<file path="src/common/eas_pkg.sv">
// eas_pkg: shared constants and types for the event/action sequencer
// assumes: single 250 MHz clock domain; no software-visible registers
package eas_pkg;
    // ----------------------------------------
    // sizes
    // ----------------------------------------
    localparam int EAS_MAX_PAIRS = 20;
    localparam int EAS_IDX_W = 5;
    localparam int EAS_STAT_W = 8;
    localparam int EAS_NUM_CMP = 4;
    localparam int EAS_NUM_LR = 4;
    localparam int EAS_VAL_W = 16;
    localparam int EAS_ACT_W = 8;
    localparam int EAS_SRC_W = 5;
    localparam int EAS_LR_IN = 3;

    // ----------------------------------------
    // timing: scan interval
    // ----------------------------------------
    localparam int EAS_CLK_MHZ = 250;
    localparam int EAS_SCAN_US = 1;
    localparam int EAS_SCAN_CYC = EAS_SCAN_US * EAS_CLK_MHZ;

    localparam logic [EAS_IDX_W-1:0] EAS_IDX_ZERO = 5'h00;
    localparam logic [EAS_IDX_W-1:0] EAS_IDX_ONE = 5'h01;

    // comparator operators
    typedef enum logic [1:0] {
        EAS_CMP_LT,
        EAS_CMP_EQ,
        EAS_CMP_GT
    } eas_cmp_op_t;

    // logic rule operators (applied left to right)
    typedef enum logic [1:0] {
        EAS_LOP_AND,
        EAS_LOP_OR,
        EAS_LOP_AND_NOT,
        EAS_LOP_OR_NOT
    } eas_lop_t;

    // event source classes
    typedef enum logic [1:0] {
        EAS_SRC_STATUS,
        EAS_SRC_LOGIC,
        EAS_SRC_CMP,
        EAS_SRC_FALSE
    } eas_src_kind_t;
endpackage

</file>
<file path="src/rtl/eas_comparator.sv">
// eas_comparator: one continuous quantity against a fixed preset
// assumes: value and preset from logic on the same clock
`timescale 1ns/1ps
module eas_comparator
    import eas_pkg::*;
#(
    parameter int VAL_W = EAS_VAL_W
) (
    input wire logic clock_in,
    input wire logic reset_n_in,
    input wire logic [VAL_W-1:0] value_in,
    input wire logic [VAL_W-1:0] preset_in,
    input wire logic [1:0] op_in,
    output logic result_out
);
    logic result_r;
    logic result_nxt;

    always_comb begin
        unique case (op_in)
            EAS_CMP_LT: result_nxt = value_in < preset_in; // RULE8
            EAS_CMP_EQ: result_nxt = value_in == preset_in; // RULE8
            EAS_CMP_GT: result_nxt = value_in > preset_in; // RULE8
            default: result_nxt = 1'b0;
        endcase
    end

    always_ff @(posedge clock_in or negedge reset_n_in) begin
        if (!reset_n_in) begin
            result_r <= 1'b0;
        end else begin
            result_r <= result_nxt;
        end
    end

    assign result_out = result_r;
endmodule

</file>
<file path="src/rtl/eas_logic_rule.sv">
// eas_logic_rule: combines three boolean inputs with two operators
// assumes: inputs already in the clock domain
`timescale 1ns/1ps
module eas_logic_rule
    import eas_pkg::*;
(
    input wire logic clock_in,
    input wire logic reset_n_in,
    input wire logic [EAS_LR_IN-1:0] bits_in,
    input wire logic [1:0] op1_in,
    input wire logic [1:0] op2_in,
    output logic result_out
);
    logic result_r;
    logic result_nxt;

    function automatic logic apply(input logic a, input logic b, input logic [1:0] op);
        unique case (op)
            EAS_LOP_AND: apply = a & b;
            EAS_LOP_OR: apply = a | b;
            EAS_LOP_AND_NOT: apply = a & ~b;
            default: apply = a | ~b;
        endcase
    endfunction

    always_comb begin
        result_nxt = apply(apply(bits_in[0], bits_in[1], op1_in), bits_in[2], op2_in); // RULE9
    end

    always_ff @(posedge clock_in or negedge reset_n_in) begin
        if (!reset_n_in) begin
            result_r <= 1'b0;
        end else begin
            result_r <= result_nxt;
        end
    end

    assign result_out = result_r;
endmodule

</file>
<file path="src/rtl/eas_sequencer.sv">
// eas_sequencer: scan-driven event/action sequencer with comparators and logic rules
// assumes: status pins are asynchronous; program tables are static configuration from same-clock logic
//
// How it works
// RULE1: event and action share one index
// RULE2: after action, evaluate next index event
// RULE3: exactly one event condition tested at once
// RULE4: false event: nothing happens this scan
// RULE5: start tests only event zero each scan
// RULE6: one to twenty pairs programmable
// RULE7: after last pair wrap to zero
// RULE8: comparator checks quantity against fixed preset
// RULE9: logic rule: up to three inputs, AND/OR/NOT
// RULE10: event selects status, logic rule, or comparator
// RULE11: one evaluation per scan tick; reset zeroes index
`timescale 1ns/1ps
module eas_sequencer
    import eas_pkg::*;
#(
    parameter int SCAN_CYC = EAS_SCAN_CYC
) (
    input wire logic clock_in,
    input wire logic reset_n_in,
    input wire logic enable_in,
    input wire logic [EAS_IDX_W-1:0] num_pairs_in,
    input wire logic [EAS_STAT_W-1:0] status_in,
    input wire logic [EAS_NUM_CMP*EAS_VAL_W-1:0] cmp_value_in,
    input wire logic [EAS_NUM_CMP*EAS_VAL_W-1:0] cmp_preset_in,
    input wire logic [EAS_NUM_CMP*2-1:0] cmp_op_in,
    input wire logic [EAS_NUM_LR*EAS_LR_IN*EAS_SRC_W-1:0] lr_sel_in,
    input wire logic [EAS_NUM_LR*4-1:0] lr_op_in,
    input wire logic [EAS_MAX_PAIRS*EAS_SRC_W-1:0] event_sel_in,
    input wire logic [EAS_MAX_PAIRS*EAS_ACT_W-1:0] action_code_in,
    output logic [EAS_IDX_W-1:0] index_out,
    output logic action_valid_out,
    output logic [EAS_ACT_W-1:0] action_code_out,
    output logic [EAS_IDX_W-1:0] action_index_out,
    output logic scan_tick_out
);
    // ----------------------------------------
    // status synchroniser
    // ----------------------------------------
    logic [EAS_STAT_W-1:0] stat_meta_r;
    logic [EAS_STAT_W-1:0] stat_r;

    always_ff @(posedge clock_in or negedge reset_n_in) begin
        if (!reset_n_in) begin
            stat_meta_r <= '0;
            stat_r <= '0;
        end else begin
            stat_meta_r <= status_in;
            stat_r <= stat_meta_r;
        end
    end

    // ----------------------------------------
    // comparators and logic rules
    // ----------------------------------------
    logic [EAS_NUM_CMP-1:0] cmp_res;
    logic [EAS_NUM_LR-1:0] lr_res;
    logic [EAS_NUM_LR*EAS_LR_IN-1:0] lr_bits;
    logic cur_event;

    // source code: 0..7 status, 8..11 comparator, 12..15 logic rule,
    // 16 current event, others false
    localparam logic [EAS_SRC_W-1:0] SRC_CMP_BASE = 5'h08;
    localparam logic [EAS_SRC_W-1:0] SRC_LR_BASE = 5'h0C;
    localparam logic [EAS_SRC_W-1:0] SRC_EVENT = 5'h10;

    function automatic logic pick_src(input logic [EAS_SRC_W-1:0] sel,
                                      input logic [EAS_STAT_W-1:0] st,
                                      input logic [EAS_NUM_CMP-1:0] cm,
                                      input logic [EAS_NUM_LR-1:0] lr,
                                      input logic ev);
        if (sel < SRC_CMP_BASE) begin
            pick_src = st[sel[2:0]];
        end else if (sel < SRC_LR_BASE) begin
            pick_src = cm[sel[1:0]];
        end else if (sel < SRC_EVENT) begin
            pick_src = lr[sel[1:0]];
        end else if (sel == SRC_EVENT) begin
            pick_src = ev;
        end else begin
            pick_src = 1'b0;
        end
    endfunction

    genvar gi;
    genvar gj;
    generate
        for (gi = 0; gi < EAS_NUM_CMP; gi++) begin : g_cmp
            eas_comparator #(.VAL_W(EAS_VAL_W)) u_cmp (
                .clock_in(clock_in),
                .reset_n_in(reset_n_in),
                .value_in(cmp_value_in[gi*EAS_VAL_W +: EAS_VAL_W]),
                .preset_in(cmp_preset_in[gi*EAS_VAL_W +: EAS_VAL_W]),
                .op_in(cmp_op_in[gi*2 +: 2]),
                .result_out(cmp_res[gi])
            );
        end
        for (gi = 0; gi < EAS_NUM_LR; gi++) begin : g_lr
            for (gj = 0; gj < EAS_LR_IN; gj++) begin : g_in
                // lr inputs may not reference logic rules (no loops)
                assign lr_bits[gi*EAS_LR_IN+gj] = pick_src(
                    lr_sel_in[(gi*EAS_LR_IN+gj)*EAS_SRC_W +: EAS_SRC_W],
                    stat_r, cmp_res, '0, cur_event); // RULE9
            end
            eas_logic_rule u_lr (
                .clock_in(clock_in),
                .reset_n_in(reset_n_in),
                .bits_in(lr_bits[gi*EAS_LR_IN +: EAS_LR_IN]),
                .op1_in(lr_op_in[gi*4 +: 2]),
                .op2_in(lr_op_in[gi*4+2 +: 2]),
                .result_out(lr_res[gi])
            );
        end
    endgenerate

    // ----------------------------------------
    // scan divider
    // ----------------------------------------
    localparam int TICK_W = $clog2(SCAN_CYC + 1);
    localparam logic [TICK_W-1:0] TICK_LAST = TICK_W'(SCAN_CYC - 1);
    logic [TICK_W-1:0] tick_cnt_r;
    logic [TICK_W-1:0] tick_cnt_nxt;
    logic tick_r;
    logic tick_nxt;

    always_comb begin
        tick_nxt = 1'b0;
        tick_cnt_nxt = tick_cnt_r + TICK_W'(1);
        if (tick_cnt_r == TICK_LAST) begin
            tick_cnt_nxt = '0;
            tick_nxt = 1'b1; // RULE11
        end
    end

    always_ff @(posedge clock_in or negedge reset_n_in) begin
        if (!reset_n_in) begin
            tick_cnt_r <= '0;
            tick_r <= 1'b0;
        end else begin
            tick_cnt_r <= tick_cnt_nxt;
            tick_r <= tick_nxt;
        end
    end

    // ----------------------------------------
    // sequencer
    // ----------------------------------------
    typedef enum logic [0:0] {
        EAS_ST_IDLE,
        EAS_ST_RUN
    } eas_state_t;

    eas_state_t state_r;
    eas_state_t state_nxt;
    logic [EAS_IDX_W-1:0] idx_r;
    logic [EAS_IDX_W-1:0] idx_nxt;
    logic act_valid_r;
    logic act_valid_nxt;
    logic [EAS_ACT_W-1:0] act_code_r;
    logic [EAS_ACT_W-1:0] act_code_nxt;
    logic [EAS_IDX_W-1:0] act_idx_r;
    logic [EAS_IDX_W-1:0] act_idx_nxt;
    logic [EAS_IDX_W-1:0] last_idx;

    // only the current index's selector is looked at
    assign cur_event = pick_src(event_sel_in[idx_r*EAS_SRC_W +: EAS_SRC_W],
                                stat_r, cmp_res, lr_res, 1'b0); // RULE3 RULE10

    // clamp count to 1..20 so a bad setting cannot stall the index
    always_comb begin
        if (num_pairs_in == EAS_IDX_ZERO) begin
            last_idx = EAS_IDX_ZERO;
        end else if (num_pairs_in > EAS_IDX_W'(EAS_MAX_PAIRS)) begin
            last_idx = EAS_IDX_W'(EAS_MAX_PAIRS - 1);
        end else begin
            last_idx = num_pairs_in - EAS_IDX_ONE; // RULE6
        end
    end

    always_comb begin
        state_nxt = state_r;
        idx_nxt = idx_r;
        act_valid_nxt = 1'b0; // RULE4
        act_code_nxt = act_code_r;
        act_idx_nxt = act_idx_r;
        unique case (state_r)
            EAS_ST_IDLE: begin
                idx_nxt = EAS_IDX_ZERO; // RULE5
                if (enable_in) begin
                    state_nxt = EAS_ST_RUN;
                end
            end
            EAS_ST_RUN: begin
                if (!enable_in) begin
                    state_nxt = EAS_ST_IDLE;
                    idx_nxt = EAS_IDX_ZERO;
                end else if (tick_r && cur_event) begin
                    act_valid_nxt = 1'b1;
                    act_code_nxt = action_code_in[idx_r*EAS_ACT_W +: EAS_ACT_W]; // RULE1
                    act_idx_nxt = idx_r;
                    if (idx_r >= last_idx) begin
                        idx_nxt = EAS_IDX_ZERO; // RULE7
                    end else begin
                        idx_nxt = idx_r + EAS_IDX_ONE; // RULE2
                    end
                end
                // false event: index and action stay put
            end
        endcase
    end

    always_ff @(posedge clock_in or negedge reset_n_in) begin
        if (!reset_n_in) begin
            state_r <= EAS_ST_IDLE;
            idx_r <= EAS_IDX_ZERO; // RULE11
            act_valid_r <= 1'b0;
            act_code_r <= '0;
            act_idx_r <= EAS_IDX_ZERO;
        end else begin
            state_r <= state_nxt;
            idx_r <= idx_nxt;
            act_valid_r <= act_valid_nxt;
            act_code_r <= act_code_nxt;
            act_idx_r <= act_idx_nxt;
        end
    end

    assign index_out = idx_r;
    assign action_valid_out = act_valid_r;
    assign action_code_out = act_code_r;
    assign action_index_out = act_idx_r;
    assign scan_tick_out = tick_r;

    // ----------------------------------------
    // assertions
    // ----------------------------------------
    property p_pair_match;
        @(posedge clock_in) disable iff (!reset_n_in)
        (state_r == EAS_ST_RUN && enable_in && tick_r && cur_event) |=> (act_valid_r && act_idx_r == $past(idx_r));
    endproperty
    a_pair_match: assert property (p_pair_match) else $error("action index differs from event index"); // RULE1

    property p_advance;
        @(posedge clock_in) disable iff (!reset_n_in)
        (act_valid_r && act_idx_r < last_idx && enable_in) |-> (idx_r == act_idx_r + EAS_IDX_ONE);
    endproperty
    a_advance: assert property (p_advance) else $error("index did not advance after action"); // RULE2

    property p_only_on_tick;
        @(posedge clock_in) disable iff (!reset_n_in)
        act_valid_r |-> $past(tick_r);
    endproperty
    a_only_on_tick: assert property (p_only_on_tick) else $error("action outside scan tick"); // RULE11

    property p_false_hold;
        @(posedge clock_in) disable iff (!reset_n_in)
        (state_r == EAS_ST_RUN && enable_in && !cur_event) |=> (!act_valid_r && $stable(idx_r));
    endproperty
    a_false_hold: assert property (p_false_hold) else $error("false event changed state"); // RULE4

    property p_start_zero;
        @(posedge clock_in) disable iff (!reset_n_in)
        (state_r == EAS_ST_IDLE) |=> (idx_r == EAS_IDX_ZERO);
    endproperty
    a_start_zero: assert property (p_start_zero) else $error("start not at index zero"); // RULE5

    property p_bound;
        @(posedge clock_in) disable iff (!reset_n_in)
        idx_r <= last_idx || !enable_in || $changed(num_pairs_in);
    endproperty
    a_bound: assert property (p_bound) else $error("index beyond programmed pairs"); // RULE6

    property p_wrap;
        @(posedge clock_in) disable iff (!reset_n_in)
        (act_valid_r && act_idx_r >= last_idx) |-> (idx_r == EAS_IDX_ZERO);
    endproperty
    a_wrap: assert property (p_wrap) else $error("no wrap after last pair"); // RULE7

    property p_tick_period;
        @(posedge clock_in) disable iff (!reset_n_in)
        tick_r |=> !tick_r;
    endproperty
    a_tick_period: assert property (p_tick_period) else $error("scan tick too wide"); // RULE11

    c_action: cover property (@(posedge clock_in) disable iff (!reset_n_in) act_valid_r);
    c_wrap: cover property (@(posedge clock_in) disable iff (!reset_n_in)
        act_valid_r && idx_r == EAS_IDX_ZERO && act_idx_r != EAS_IDX_ZERO);
    c_false: cover property (@(posedge clock_in) disable iff (!reset_n_in)
        state_r == EAS_ST_RUN && tick_r && !cur_event);
endmodule

</file>
<file path="config.mk">
export PLATFORM = sky130hd
export DESIGN_NAME = eas_sequencer
export DESIGN_NICKNAME = d
export VERILOG_FILES = /design/src/common/eas_pkg.sv /design/src/rtl/eas_comparator.sv /design/src/rtl/eas_logic_rule.sv /design/src/rtl/eas_sequencer.sv
export SDC_FILE = /design/constraint.sdc
export NUM_CORES = 1
export LEC_CHECK = 0
export BUFFER_PORTS_ARGS = -buffer_cell sky130_fd_sc_hd__buf_2
export CORE_AREA = 3 3 197 199
export CTS_CLUSTER_DIAMETER = 50
export DETAILED_ROUTE_END_ITERATION = 10
export DIE_AREA = 0 0 200 202
export GPL_TIMING_DRIVEN = 0
export SLEW_MARGIN = 0
export SYNTH_ARGS = -nofsm -noshare
export SYNTH_HDL_FRONTEND = slang
export SYNTH_SLANG_ARGS = --single-unit
</file>
<file path="constraint.sdc">
create_clock -name clock_in -period 7.64 [get_ports clock_in]
set_input_delay 0.764 -clock clock_in [delete_from_list [all_inputs] [get_ports clock_in]]
set_output_delay 0.764 -clock clock_in [all_outputs]
set_load 0.005 [all_outputs]
</file>
==> flow_summary.yaml <==
setup_path:
  setup.worst_path.end_class: "flop"
  slowest_delay_ns: 0.94
  startpoint_type: "flop"
  critPathKind: "reg2reg"
  reg2reg_to: "index_out[2]"
  worstPathArrival_ns: 5.05
  crit_chain: "buf_2 > buf_2 > buf_1 > mux4_2 > nand3_1 > o21ai_0 > o21ai_0 > and2_4 > buf_6 > nand4_4 > a211o_1 > nor3b_2 > a21o_1"
  slowest_stage: "o21ai_0"
  ff2ff_setup_slack_ns: 2.83
  cp.required_ns: 7.88
  reg2reg_from: "index_out[1]"
  crit_fanout: 10
  rr_worst_depth: 13
routing:
  wl_per_cell_um: 20.1
  ant_nets: 0
  drt_iter0_drc: 447
  drcViolationCount: 0
  routed_wl_um: 35800
  drt_first_pass_iters: 5
  avgViaCountPerCell: 4.74
  route.vias.total: 8432
worst_hold_path:
  min_from: "stat_meta_r[2]"
  hold_class: "reg2reg"
  hold_end: "stat_r[2]"
  holdPathStages: 0
die:
  core-area_mm2: 0.0374
  std_cell_rows: 71
  die_y_um: 202
  die_x_um: 200
  die-area_mm2: 0.0404
  io_pins: 508
  initial_core_util_pct: 20.4
cts:
  htree_levels: 2
  clk_path_buf_depth: 2
  cts_buffers: 5
  clock_latency_ns: 0.30
  clock-sinks: 53
  cts-resized-gates: 0
  postCtsSetupBuffers: 0
  hold_buffers: 0
  clk_pin_slew_ns: 0.07
  root_buffer: "clkbuf_16"
  cts_tree: "built"
logic_synthesis:
  synth_edf_count: 0
  syn_inst: 750
  syn_area_mm2: 0.00761
  synth_seq_area_share_pct: 17.4
  ys_ff_latch: 53
  ys.flop_type: "dfrtp_1"
  yosysUniqueCellTypes: 57
  yosysTopAreaCell: "mux4_2"
  yosysWarnings: 0
  syn-num-nets: 1312
  synth.top_cell.area_share_pct: 31.9
  ys_top_cells_by_area: "mux4_2 (32%), dfrtp_1 (17%), ha_1 (12%), inv_1 (4.4%), o21ai_0 (3.0%)"
  synth.avg_cell_area_um2: 10.2
  ys_async_sr_fraction_pct: 100
timing:
  maxSlewViolCount: 0
  setup_tns_ns: 0
  grt_setup_unrepaired: "no"
  max_freq_mhz: 208
  setup_slack_ns: 2.83
  period_share_pct: 63.0
  worst_slew_pin_slew_ns: 1.18
  maxSlewHeadroom_pct: 20.3
  skew_ns: 0.00392
  setup_viol: 0
  finalHoldViolations: 0
  min_period_ns: 4.81
run:
  cap_violations: 0
layout:
  drive_gt1_share_pct: 51.1
  layout_commonest_cell: "buf_2"
  most-common-layout-cells: "buf_2 (509), mux4_2 (108), inv_1 (90)"
  seq_area_mm2: 0.00133
  area_delta_synth_final_pct: 44.5
  multi_input_area_mm2: 0.00578
  finalNetCount: 1826
  n_fill_cell: 4010
  fin_util_pct: 29.4
power_and_ir_drop:
  p_per_area_mw_per_mm2: 90.9
  vdd_drop_max_mv: 0.104
  p_leak_nw: 5.33
global_routing:
  grt_antenna_before_repair: 7
  grt_pass1_vias: 8904
  grt_use_total_pct: 17.0
  grt_pass1_wl_um: 52100
  gr-total-overflow: 0
  grt_max_degree: 54
placement:
  dp_hpwl_um: 31000
  gp_congestion: 0.938
  preCtsSetupSlack_ns: 2.72
  portBuffers: 507
status:
  status: "complete, no violations"
## where the power goes
group,leakage (nW),internal [W],switching [W]
Sequential,0.675,0.000290,0.0000105
Combinational,4.56,0.000222,0.000176
Clock,0.0938,0.000188,0.000114
Total,5.33,0.000699,0.000301
## flip-flops by register name (all words and copies together) (netlist names)
name	cells
scan_tick_out	1
index_out	5
action_code_out	8
state_r	1
g_cmp.u_cmp.result_out	4
stat_r	8
tick_cnt_r	8
action_valid_out	1
g_lr.u_lr.result_out	4
stat_meta_r	8
action_index_out	5
## cell usage after synthesis (3+ instances only)
library cell and number:
o2111ai_1 4, buf_1 6, mux2i_1 11, o22ai_1 5, nand3_1 20, clkbuf_1 24, dfrtp_1 53, nor3b_1 3
maj3_2 5, mux2_2 4, a21o_1 12, o31ai_1 4, xor2_1 9, ha_1 74, a31oi_1 9, a22oi_1 11
o21a_1 24, maj3_1 3, a21oi_1 30, nand4_1 11, o21ai_0 45, nand3b_1 5, nand2_1 55, nand2b_1 11
nor2b_1 15, xnor2_1 5, a211oi_1 4, and4_1 3, a2111oi_0 4, nor3_1 6, buf_2 3, nor2_1 25
mux4_2 108, inv_1 90, buf_6 3, nor4_1 16
## final cells by class
type | instances | share of cell area, %
Antenna cell | 4 | 0.0910
Buffer | 37 | 1.54
Clock buffer | 5 | 1.14
Clock inverter | 3 | 0.592
Inverter | 92 | 3.14
Multi-Input combinational cell | 568 | 52.5
Sequential cell | 53 | 12.1
Tap cell | 511 | 5.81
Timing Repair Buffer | 507 | 23.1
## critical path: cells and delay by family (launching register included)
family,cells,cell delay (ns)
compound gates,4,1.53
buf+inv,4,1.37
flops,1,0.62
mux,1,0.41
simple gates,4,0.79
## worst max-delay path by stage
stage | start | slack [ns] | endpoint | depth (start not counted)
floorplan | index_out[0] | 3.90 | index_out[2] | 16
global placement | index_out[2] | 2.56 | g_lr[1].u_lr.result_out | 13
detailed placement | index_out[1] | 2.72 | index_out[2] | 13
CTS | index_out[1] | 2.70 | index_out[2] | 13
global route | index_out[0] | 2.41 | index_out[2] | 16
finish | index_out[1] | 2.83 | index_out[2] | 13
## kinds of logic (layout without fill, tap and decap cells)
kind of cell / after synthesis / after routing / share of synthesized area (%)
multiplexers: 124 / 124 / 34.2
XOR/XNOR: 14 / 14 / 1.61
AO/OA/AOI/OAI: 168 / 168 / 14.2
flip-flops: 53 / 53 / 17.4
buffers and inverters: 129 / 644 / 6.75
other: 0 / 4 / 0
adder cells (fa/ha/maj): 82 / 82 / 13.3
AND/OR/NAND/NOR: 180 / 180 / 12.5
## per-layer routing
metal | wire length [µm] | vias up | track usage (%)
met5 | 27 | - | 0
met4 | 587 | 4 | 3.44
met3 | 2380 | 38 | 3.52
met2 | 17600 | 333 | 29.5
met1 | 15200 | 4117 | 21.8
li1 | - | 3940 | -
## per-stage QoR
stage | instances | hold WS (ns) | power, W | instance area (µm²)
floorplan | 750 | 0.331 | 0.000495 | 7610
global route | 1778 | 0.367 | 0.00107 | 11000
detailed placement | 1768 | 0.336 | 0.000704 | 10800
finish | 1780 | 0.352 | 0.00100 | 11000
CTS | 1776 | 0.353 | 0.00102 | 11000
global placement | 1768 | 0.336 | 0.000697 | 10800
Note: power is estimated with default switching activity, not from simulation.
